--- src/buck_two_cfg.svh ---
`ifndef BUCK_TWO_CFG_SVH
`define BUCK_TWO_CFG_SVH

// ==========================================================
// Register offsets
`define ADDR_NORMAL_SP 8'h35
`define ADDR_STANDBY_SP 8'h36
`define ADDR_SLEEP_SP 8'h37
`define ADDR_SWITCH_MODE 8'h38
`define ADDR_REG_CONFIG 8'h39

// ==========================================================
// Field positions
`define SP_CODE_MSB 5
`define RANGE_BIT 6
`define MODE_MSB 3
`define SLEEP_SEL_BIT 5
`define ILIM_BIT 0
`define FREQ_LSB 2
`define PHASE_LSB 4
`define RAMP_LSB 6

// ==========================================================
// Reset values
`define STANDBY_SP_RST 6'h00
`define SLEEP_SP_RST 6'h00
`define MODE_RST 4'h8
`define SLEEP_SEL_RST 1'b0
`define ILIM_RST 1'b0
`define FREQ_RST 2'h0
`define PHASE_RST 2'h0
`define RAMP_RST 2'h0
`define RANGE_RST 1'b0
`define NORMAL_SP_RST 6'h00

// ==========================================================
// Voltage decode, millivolts
`define LOW_BASE_MV 12'h190
`define LOW_STEP_MV 12'h019
`define HIGH_BASE_MV 12'h320
`define HIGH_STEP_MV 12'h032
`define HIGH_LAST_CODE 6'h32

`endif

--- src/buck_two_pkg.sv ---
package buck_two_pkg;

    typedef enum logic [2:0] {
        ST_NORMAL = 3'b001,
        ST_STANDBY = 3'b010,
        ST_SLEEP = 3'b100
    } op_state_t;

    typedef struct packed {
        logic [7:0] addr;
        logic wr;
        logic rd;
        logic [7:0] wdata;
    } reg_req_t;

    typedef struct packed {
        logic load;
        logic range_high;
        logic [5:0] normal_sp;
    } cfg_load_t;

    typedef struct packed {
        logic range_high;
        logic [11:0] target_mv;
        logic code_reserved;
        logic reg_enable;
        logic pfm_force;
        logic [3:0] switch_mode;
        logic current_limit_low;
        logic [1:0] switching_freq;
        logic [1:0] phase_clock;
        logic [1:0] voltage_ramp_speed;
    } reg_ctrl_t;

    typedef struct packed {
        reg_ctrl_t ctrl;
        logic [5:0] sp_normal;
        logic [5:0] sp_standby;
        logic [5:0] sp_sleep;
        logic sleep_pfm;
        logic [7:0] rdata;
    } bank_state_t;

endpackage

--- src/buck_two_control_registers.sv ---
`timescale 1ns/10ps
`include "buck_two_cfg.svh"

// Summary of operation
// - Range bit of normal set point is read-only; only configuration load sets it.
// - Range bit 0 gives 0.400 V to 1.975 V in 25 mV steps.
// - Range bit 1 gives 0.800 V to 3.300 V in 50 mV steps.
// - Three six-bit set points; the one matching the operating state applies.
// - Range bit is mirrored read-only into standby and sleep set points.
// - High codes above 1110010 are reserved and flagged.
// - Set points at 0x35 to 0x37, mode at 0x38, configuration at 0x39.
// - Switching mode field bits 3:0 of mode register, reset 0x08.
// - Mode bit 5 picks sleep behaviour: 0 off, 1 pulse-frequency.
// - Configuration bit 0 selects low current limit when set, reset 0.
// - Configuration bits 3:2 hold switching frequency, reset 0.
// - Configuration bits 5:4 hold phase clock selection, reset 0.
// - Configuration bits 7:6 hold voltage ramp speed, reset 0.
// - Standby and sleep set points reset to zero and stay writable.
module buck_two_control_registers
    import buck_two_pkg::*;
(
    input wire logic CLK,
    input wire logic ARST_N,
    input wire reg_req_t REG_REQ,
    input wire cfg_load_t CFG,
    input wire op_state_t OP_STATE,
    output logic [7:0] REG_RDATA,
    output reg_ctrl_t CTRL
);

    // ==========================================================
    // Decode helpers
    function automatic logic [11:0] volt_mv(input logic range_high, input logic [5:0] code);
        logic [11:0] c;
        c = {6'h00, code};
        if (range_high) begin
            volt_mv = 12'(`HIGH_BASE_MV + c * `HIGH_STEP_MV);
        end else begin
            volt_mv = 12'(`LOW_BASE_MV + c * `LOW_STEP_MV);
        end
    endfunction

    function automatic logic code_bad(input logic range_high, input logic [5:0] code);
        code_bad = range_high && (code > `HIGH_LAST_CODE);
    endfunction

    bank_state_t s_q;
    bank_state_t s_d;
    logic [5:0] active_sp;

    // ==========================================================
    // Next state
    always_comb begin
        s_d = s_q;
        active_sp = s_q.sp_normal;
        // Host writes touch writable fields only; range and unused bits drop
        if (REG_REQ.wr) begin
            unique case (REG_REQ.addr)
                `ADDR_NORMAL_SP: begin
                    s_d.sp_normal = REG_REQ.wdata[`SP_CODE_MSB:0];
                end
                `ADDR_STANDBY_SP: begin
                    s_d.sp_standby = REG_REQ.wdata[`SP_CODE_MSB:0];
                end
                `ADDR_SLEEP_SP: begin
                    s_d.sp_sleep = REG_REQ.wdata[`SP_CODE_MSB:0];
                end
                `ADDR_SWITCH_MODE: begin
                    s_d.ctrl.switch_mode = REG_REQ.wdata[`MODE_MSB:0];
                    s_d.sleep_pfm = REG_REQ.wdata[`SLEEP_SEL_BIT];
                end
                `ADDR_REG_CONFIG: begin
                    s_d.ctrl.current_limit_low = REG_REQ.wdata[`ILIM_BIT];
                    s_d.ctrl.switching_freq = REG_REQ.wdata[`FREQ_LSB +: 2];
                    s_d.ctrl.phase_clock = REG_REQ.wdata[`PHASE_LSB +: 2];
                    s_d.ctrl.voltage_ramp_speed = REG_REQ.wdata[`RAMP_LSB +: 2];
                end
                default: begin
                end
            endcase
        end
        // Configuration load wins over a host write in the same cycle
        if (CFG.load) begin
            s_d.ctrl.range_high = CFG.range_high;
            s_d.sp_normal = CFG.normal_sp;
        end
        // Read data is the pre-write view
        if (REG_REQ.rd) begin
            unique case (REG_REQ.addr)
                `ADDR_NORMAL_SP: s_d.rdata = {1'b0, s_q.ctrl.range_high, s_q.sp_normal};
                `ADDR_STANDBY_SP: s_d.rdata = {1'b0, s_q.ctrl.range_high, s_q.sp_standby};
                `ADDR_SLEEP_SP: s_d.rdata = {1'b0, s_q.ctrl.range_high, s_q.sp_sleep};
                `ADDR_SWITCH_MODE: s_d.rdata = {2'b00, s_q.sleep_pfm, 1'b0, s_q.ctrl.switch_mode};
                `ADDR_REG_CONFIG: s_d.rdata = {s_q.ctrl.voltage_ramp_speed, s_q.ctrl.phase_clock,
                                                 s_q.ctrl.switching_freq, 1'b0, s_q.ctrl.current_limit_low};
                default: s_d.rdata = 8'h00;
            endcase
        end
        // Operating state picks its set point
        unique case (OP_STATE)
            ST_NORMAL: begin
                active_sp = s_q.sp_normal;
                s_d.ctrl.reg_enable = 1'b1;
                s_d.ctrl.pfm_force = 1'b0;
            end
            ST_STANDBY: begin
                active_sp = s_q.sp_standby;
                s_d.ctrl.reg_enable = 1'b1;
                s_d.ctrl.pfm_force = 1'b0;
            end
            ST_SLEEP: begin
                active_sp = s_q.sp_sleep;
                s_d.ctrl.reg_enable = s_q.sleep_pfm;
                s_d.ctrl.pfm_force = s_q.sleep_pfm;
            end
            default: begin
                // Illegal state code: regulator off, safest choice
                active_sp = s_q.sp_normal;
                s_d.ctrl.reg_enable = 1'b0;
                s_d.ctrl.pfm_force = 1'b0;
            end
        endcase
        // Reserved code holds the last legal target rather than overshoot
        s_d.ctrl.code_reserved = code_bad(s_q.ctrl.range_high, active_sp);
        if (!code_bad(s_q.ctrl.range_high, active_sp)) begin
            s_d.ctrl.target_mv = volt_mv(s_q.ctrl.range_high, active_sp);
        end
    end

    // ==========================================================
    // State register
    always_ff @(posedge CLK or negedge ARST_N) begin
        if (!ARST_N) begin
            s_q.ctrl.range_high <= `RANGE_RST;
            s_q.ctrl.target_mv <= `LOW_BASE_MV;
            s_q.ctrl.code_reserved <= 1'b0;
            s_q.ctrl.reg_enable <= 1'b0;
            s_q.ctrl.pfm_force <= 1'b0;
            s_q.ctrl.switch_mode <= `MODE_RST;
            s_q.ctrl.current_limit_low <= `ILIM_RST;
            s_q.ctrl.switching_freq <= `FREQ_RST;
            s_q.ctrl.phase_clock <= `PHASE_RST;
            s_q.ctrl.voltage_ramp_speed <= `RAMP_RST;
            s_q.sp_normal <= `NORMAL_SP_RST;
            s_q.sp_standby <= `STANDBY_SP_RST;
            s_q.sp_sleep <= `SLEEP_SP_RST;
            s_q.sleep_pfm <= `SLEEP_SEL_RST;
            s_q.rdata <= 8'h00;
        end else begin
            s_q <= s_d;
        end
    end

    assign REG_RDATA = s_q.rdata;
    assign CTRL = s_q.ctrl;
endmodule

--- config.mk ---
export PLATFORM = sky130hd
export DESIGN_NAME = buck_two_control_registers
export DESIGN_NICKNAME = d
export VERILOG_FILES = /design/src/buck_two_pkg.sv /design/src/buck_two_control_registers.sv
export VERILOG_INCLUDE_DIRS = /design/src
export SDC_FILE = /design/constraint.sdc
export NUM_CORES = 1
export LEC_CHECK = 0
export ABC_AREA = 1
export BUFFER_PORTS_ARGS = -buffer_cell sky130_fd_sc_hd__buf_2
export CAP_MARGIN = 20
export CORE_MARGIN = 2
export CORE_UTILIZATION = 30
export DETAILED_ROUTE_END_ITERATION = 10
export HOLD_SLACK_MARGIN = 0.02
export PLACE_DENSITY = 0.58
export SKIP_CTS_REPAIR_TIMING = 1
export SYNTH_ARGS = -nofsm -noshare
export SYNTH_HDL_FRONTEND = slang
export SYNTH_SLANG_ARGS = --single-unit
--- constraint.sdc ---
create_clock -name CLK -period 3.2 [get_ports CLK]
set_input_delay 0 -clock CLK [delete_from_list [all_inputs] [get_ports CLK]]
set_output_delay 0 -clock CLK [all_outputs]
set_load 0.05 [all_outputs]
==> results of run 1 <==
[logic make-up (layout without fill, tap and decap cells)]
group | after synthesis | in the layout
adder cells (fa/ha/maj) | 46 | 46
multiplexers | 2 | 2
buffers and inverters | 116 | 182
XOR/XNOR | 6 | 6
AND/OR/NAND/NOR | 225 | 225
flip-flops | 54 | 54
AO/OA/AOI/OAI | 74 | 74
[registers in the layout, indices dropped and copies added (netlist names)]
name / cells
s_q: 19
REG_RDATA: 8
CTRL: 27
[worst max-delay path by stage]
stage / end / startpoint / slack (ns)
CTS: CTRL[23]$_DFFE_PN0N_ / s_q[9]$_DFFE_PN0P_ / -0.11
floorplan: CTRL[23]$_DFFE_PN0N_ / s_q[13]$_DFFE_PN0P_ / 0.15
global route: CTRL[23]$_DFFE_PN0N_ / s_q[15]$_DFFE_PN0P_ / -0.07
detailed placement: CTRL[23]$_DFFE_PN0N_ / OP_STATE[1] / -0.1
finish: CTRL[23]$_DFFE_PN0N_ / s_q[15]$_DFFE_PN0P_ / 0.04
global placement: CTRL[23]$_DFFE_PN0N_ / s_q[9]$_DFFE_PN0P_ / -0.03
[cells in the mapped netlist, types with 2 or more instances]
cell / count
a31oi_1: 5
xnor2_1: 3
nor3_1: 5
fa_1: 3
or2_2: 3
o21ai_1: 7
inv_2: 2
dfstp_2: 4
o21ai_0: 32
nand2_2: 4
clkbuf_1: 6
nand2_1: 141
inv_1: 70
o21a_1: 2
nand4_1: 4
dfrtp_1: 50
o22ai_1: 5
a21oi_1: 13
ha_1: 43
nand3b_1: 5
nor2_2: 2
buf_4: 35
xor2_1: 3
nand3_1: 29
nor2_1: 28
mux2_2: 2
o211ai_1: 7
[stage by stage]
stage | hold WS, ns | utilization [%] | cells
after CTS | -0.138 | 34.3 | 741
after detailed placement | 0.190 | 33.0 | 733
after global routing | 0.0412 | 37.6 | 765
after floorplan | -0.296 | - | 523
after global placement | 0.181 | 33.0 | 733
final | 0.0115 | 37.6 | 765
[area by class of cell]
cell class | count | area (sq um) | area share [%]
clock buffers | 5 | 125 | 2.54
clock inverters | 3 | 47.5 | 0.967
inverters | 73 | 274 | 5.57
multi-input cells | 353 | 2270 | 46.1
flip-flops and latches | 54 | 1360 | 27.6
well taps | 176 | 220 | 4.48
repair buffers | 101 | 628 | 12.8
[worst max-delay path: stages (launching register included)]
cell     delay [ns]
dfrtp_1        0.37
inv_1          0.08
o22ai_2        0.12
inv_1          0.07
nand2_2        0.11
inv_2          0.06
ha_4           0.17
xnor2_2        0.13
ha_1           0.36
ha_4           0.30
ha_4           0.13
inv_2          0.04
fa_2           0.35
nor2_1         0.12
nor2_1         0.06
nor2_1         0.13
nor2_1         0.08
buf_4          0.13
nand2_1        0.06
nand3_2        0.08
nand3_2        0.06
nand2_1        0.05
[power by group]
group          switching, mW  leakage [nW]  internal, mW
clock                  0.279        0.0848         0.376
combinational          0.692          1.79         0.399
sequential            0.0523         0.688         0.772
[layer usage]
layer	vias to the layer above	part of all wire (%)	global-route usage, %
met3	15	4.3	2.44
met1	1676	45	18.9
met4	0	1.8	4.61
met5	-	0	0
li1	1778	-	-
met2	84	49	23.6
==> flow_metrics.tcl, run 1 <==
set metrics [dict create \
    status "finished clean" \
    dpl_worst_slack_ns -0.0994 \
    final_hold_viol_count 0 \
    syn-cell-area_sq_um 3980 \
    drt_iter0_markers 163 \
    synth_area_leaders "dfrtp_1 (31%), ha_1 (14%), nand2_1 (13%), buf_4 (6.6%), inv_1 (6.6%)" \
    ir_worst_vdd_mv 0.248 \
    hpwlAfterDp_mm 7.93 \
    overflow 0 \
    gp_congestion 0.896 \
    grt_pass1_vias 3361 \
    mostFrequentLayoutCells "nand2_1 (137), buf_2 (65), inv_1 (64)" \
    ys_warn_count 0 \
    dr.pass1.iters 4 \
    antenna_found_initial 0 \
    root_buffer "clkbuf_16" \
    synthArstFlopShare_pct 100 \
    netlist.top_cell.by_area "dfrtp_1" \
    max-cap-violations 0 \
    p_leak_nw 2.57 \
    cts_tree "built" \
    clk_latency_ns 0.31 \
    hold_depth 3 \
    reg2regPathDepth 21 \
    ioPinCount 66 \
    nets 665 \
    synth-simple-area-share_pct 24.2 \
    fin_crit_sh_pct 98.8 \
    grt_usage_pct 14.3 \
    relSlewSlack_pct 38.3 \
    dieArea_sq_um 14200 \
    synth_fa_ha_area_share_pct 15.0 \
    synth_top_family_by_area "simple AND/OR/NAND/NOR gates" \
    min_period_ns 3.16 \
    initial_core_util_pct 30.4 \
    min_from "REG_REQ[1]" \
    setup_violations 0 \
    max_freq_ghz 0.316 \
    dr_total_vias 3553 \
    port_buffers 65 \
    hp-class "input pin to flip-flop" \
    tightest_slew_ns 0.926 \
    design_area_sq_um 4920 \
    final_common_cell "nand2_1" \
    yosysSeqAreaShare_pct 34.0 \
    crit_fanout 3 \
    fin_ws_ns 0.0374 \
    clkTransAtPathRegs_ns 0.08 \
    synth_xor_area_share_pct 1.32 \
    drv_slew 0 \
    synth_area_per_cell_sq_um 7.62 \
    powerDensity_nw_per_um2 522 \
    wl_mm 10.5 \
    hold-path-endpoint "s_q[16]$_DFFE_PN0P_" \
    yosys-mux-area-fraction_pct 0.565 \
    htree_levels 2 \
    clock_sinks 54 \
    drive_above_1_share_pct 25.5 \
    syn-num-nets 600 \
    synth-edff-count 0 \
    avgViaCountPerCell 4.64 \
    total_power_mw 2.57 \
    post-route-drc-count 0 \
    die_y_microns 119 \
    synthToLayoutAreaGrowth_pct 23.5 \
    cts_buffer_depth 2 \
    ant_nets 0 \
    die_x_microns 119 \
    routedWlPerCell_microns 13.7 \
    placeableCoreArea_sq_um 13100 \
    num-fill-cells 1370 \
    ys_ff_latch 54 \
    rows 42 \
    cp-end-kind "flip-flop" \
    grt_max_degree 42 \
    synthesis.instances 523 \
    diodes 0 \
    criticalPathCategory "flip-flop to flip-flop" \
    synth_compound_area_share_pct 10.4 \
    cts_buffers 5 \
    fin_setup_tns_ns 0 \
    synthFlopType "dfrtp_1" \
    grt_pass1_wl_mm 16.2 \
    r2r_end "CTRL[23]$_DFFE_PN0N_" \
    cp.arrival_ns 3.36 \
    fin_worst_skew_ns 0.00862 \
    r2r_slack_ns 0.04 \
    cp-start-kind "flip-flop" \
    required_ns 3.40 \
    yosys.cell_types.count 37 \
    rr_startpoint "s_q[15]$_DFFE_PN0P_" \
    dpl-instance-area_sq_um 4320 \
    synth_top_area_share_pct 31.4 \
]
No activity file was read; power rests on OpenSTA's default activity.
==> run 2: changes to the inputs <==
--- a/config.mk
+++ b/config.mk
@@ -12,8 +12,10 @@
 export CORE_MARGIN = 2
 export CORE_UTILIZATION = 30
 export DETAILED_ROUTE_END_ITERATION = 10
+export GPL_TIMING_DRIVEN = 0
 export HOLD_SLACK_MARGIN = 0.02
-export PLACE_DENSITY = 0.58
+export PLACE_DENSITY = 0.48
+export RECOVER_POWER = 100
 export SKIP_CTS_REPAIR_TIMING = 1
 export SYNTH_ARGS = -nofsm -noshare
 export SYNTH_HDL_FRONTEND = slang
==> run 2 against run 1 <==
  * The flow now finishes with violations (capacitance limit, slew limit)
  * Sequential power about the same
  * Largest power group unchanged
  * First-iteration DRC count is 0.61% lower
  * Critical path type unchanged
  * Clock skew increased by 0.0023 ns
  * Final area grew 5.1%
  * Clock-buffer cell count did not move
  * Clock power decreased by 13%
==> flow_metrics.tcl, run 2 (synthesis gave the netlist of run 1 again) <==
set metrics [dict create \
    status "finished with violations" \
    violations "capacitance limit, slew limit" \
    clk_latency_ns 0.30 \
    largest_register_ffs 27 \
    ant_nets 0 \
    pwr-share-seq_pct 32.0 \
    crit_family "adder cells" \
    total_power_mw 2.57 \
    cp_common_cell "nor2_2" \
    internal_power_mw 1.53 \
    grt_pass1_vias 3540 \
    max_freq_ghz 0.318 \
    final_common_cell "nand2_1" \
    p_switching_mw 1.05 \
    rr_startpoint "s_q[9]$_DFFE_PN0P_" \
    clock_sinks 54 \
    path_buf_inv 4 \
    powerDensity_nw_per_um2 498 \
    routedWlPerCell_microns 13.3 \
    min_period_ns 3.14 \
    rsz0062_at_grt "yes" \
    cts_buffers 5 \
    avgViaCountPerCell 4.51 \
    fin_crit_sh_pct 98.2 \
    grt_usage_pct 15.0 \
    switching_share_pct 40.7 \
    dieArea_sq_um 14200 \
    initial_core_util_pct 30.4 \
    gp_congestion 0.804 \
    relSlewSlack_pct -14.8 \
    antenna_found_initial 0 \
    wl_mm 10.7 \
    drive_above_1_share_pct 23.7 \
    cp-end-kind "flip-flop" \
    crit_fanout 3 \
    ioPinCount 66 \
    criticalPathCategory "flip-flop to flip-flop" \
    p_clk_share_pct 22.1 \
    die_x_microns 119 \
    cp_cell_sequence "inv_1 > o22ai_1 > inv_1 > nand2_2 > inv_2 > ha_4 > xnor2_2 > ha_1 > ha_1 > ha_2 > inv_2 > fa_2 > nor2_2 > nor2_1 > nor2_2 > nor2_2 > or2_4 > nand3_4 > nand3_2 > nand2_1" \
    tightest_slew_ns 1.72 \
    drv_slew 32 \
    dpl-instance-area_sq_um 4540 \
    max_stage_delay_ns 0.37 \
    rows 42 \
    fin_worst_skew_ns 0.0109 \
    mostFrequentLayoutCells "nand2_1 (133), inv_1 (65), dfrtp_1 (50), buf_4 (50), clkbuf_1 (45)" \
    overflow 0 \
    cp.arrival_ns 3.38 \
    required_ns 3.44 \
    root_buffer "clkbuf_16" \
    diodes 0 \
    dr_total_vias 3610 \
    placeableCoreArea_sq_um 13100 \
    design_area_sq_um 5170 \
    wl_met1_mm 4.68 \
    dr.pass1.iters 4 \
    p_leak_nw 2.59 \
    htree_levels 2 \
    timing.critical_path.from "s_q[9]$_DFFE_PN0P_" \
    port_buffers 64 \
    hp-class "input pin to flip-flop" \
    min_from "REG_REQ[1]" \
    final_hold_viol_count 0 \
    cts_buffer_depth 2 \
    cts_tree "built" \
    drt_iter0_markers 162 \
    p_comb_share_pct 45.9 \
    clkTransAtPathRegs_ns 0.08 \
    setup_violations 0 \
    max-cap-violations 1 \
    nets 701 \
    grt_pass1_wl_mm 17.1 \
    wl_met2_mm 5.62 \
    synthToLayoutAreaGrowth_pct 29.8 \
    fin_setup_tns_ns 0 \
    grt_max_degree 32 \
    post-route-drc-count 0 \
    ir_worst_vdd_mv 0.211 \
    hpwlAfterDp_mm 8.24 \
    cp-start-kind "flip-flop" \
    route.met3.wl_microns 272 \
    critPathSlowestCell "fa_2" \
    die_y_microns 119 \
    top_layer_used "met4" \
]
## run 2: cell count changes in the layout (fill, tap and decap cells not counted), moves of 4 or more
cell | previous run | this run
buf_4 | 23 | 50
nand2_1 | 137 | 133
o21ai_1 | 7 | 3
buf_2 | 65 | 27
o21ai_0 | 32 | 36
clkbuf_1 | 0 | 45
## run 2: worst paths after layout
| kind | depth (start not counted) | end | slack, ns |
|---|---|---|---|
| min reg2reg | 2 | CTRL[21]$_DFFE_PN1N_ | 0.47 |
| min in group asynchronous | 2 | CTRL[6]$_DFFE_PN0P_ | 0.50 |
| max | 20 | CTRL[23]$_DFFE_PN0N_ | 0.06 |
| min | 3 | s_q[10]$_DFFE_PN0P_ | 0.03 |
| max in group asynchronous | 3 | CTRL[11]$_DFF_PN0_ | 0.48 |
| max reg2reg | 20 | CTRL[23]$_DFFE_PN0N_ | 0.06 |
## run 2: layout make-up
class | instances | area [sq um]
Buffer | 43 | 300
Clock buffer | 5 | 125
Clock inverter | 3 | 26.3
Fill cell | 1389 | 7920
Inverter | 73 | 277
Multi-Input combinational cell | 353 | 2340
Sequential cell | 54 | 1360
Tap cell | 176 | 220
Timing Repair Buffer | 94 | 528
## run 2: worst register-to-register path, delay by kind of cell, from the launching register on
family,cells,cell delay [ns]
buf+inv,4,0.23
compound gates,1,0.14
simple gates,9,0.92
fa+ha+maj,5,1.33
flops,1,0.35
xor+xnor,1,0.13
## run 2: per-stage QoR
step	utilization [%]	std cells	setup slack [ns]	hold WS, ns
after floorplan	-	523	0.150	-0.296
after detailed placement	34.7	764	-0.585	0.0288
after global placement	34.6	763	-0.544	0.210
after global routing	39.5	801	-0.0769	0.0595
after CTS	35.9	772	-0.435	-0.303
final	39.5	801	0.0579	0.0254
## run 2: layer usage
layer | track usage, % | vias up
li1 | - | 1854
met1 | 18.9 | 1702
met2 | 27.2 | 47
met3 | 1.77 | 7
met4 | 3.94 | 0
met5 | 0 | -
## run 2: power groups by stage
stage / clock network (mW) / logic, mW / registers [mW]
detailed placement: 0 / 1.02 / 0.838
CTS: 0.588 / 1.02 / 0.824
finish: 0.568 / 1.18 / 0.824
global placement: 0 / 1.00 / 0.836
floorplan: 0 / 0.783 / 0.819
global route: 0.611 / 1.31 / 0.837
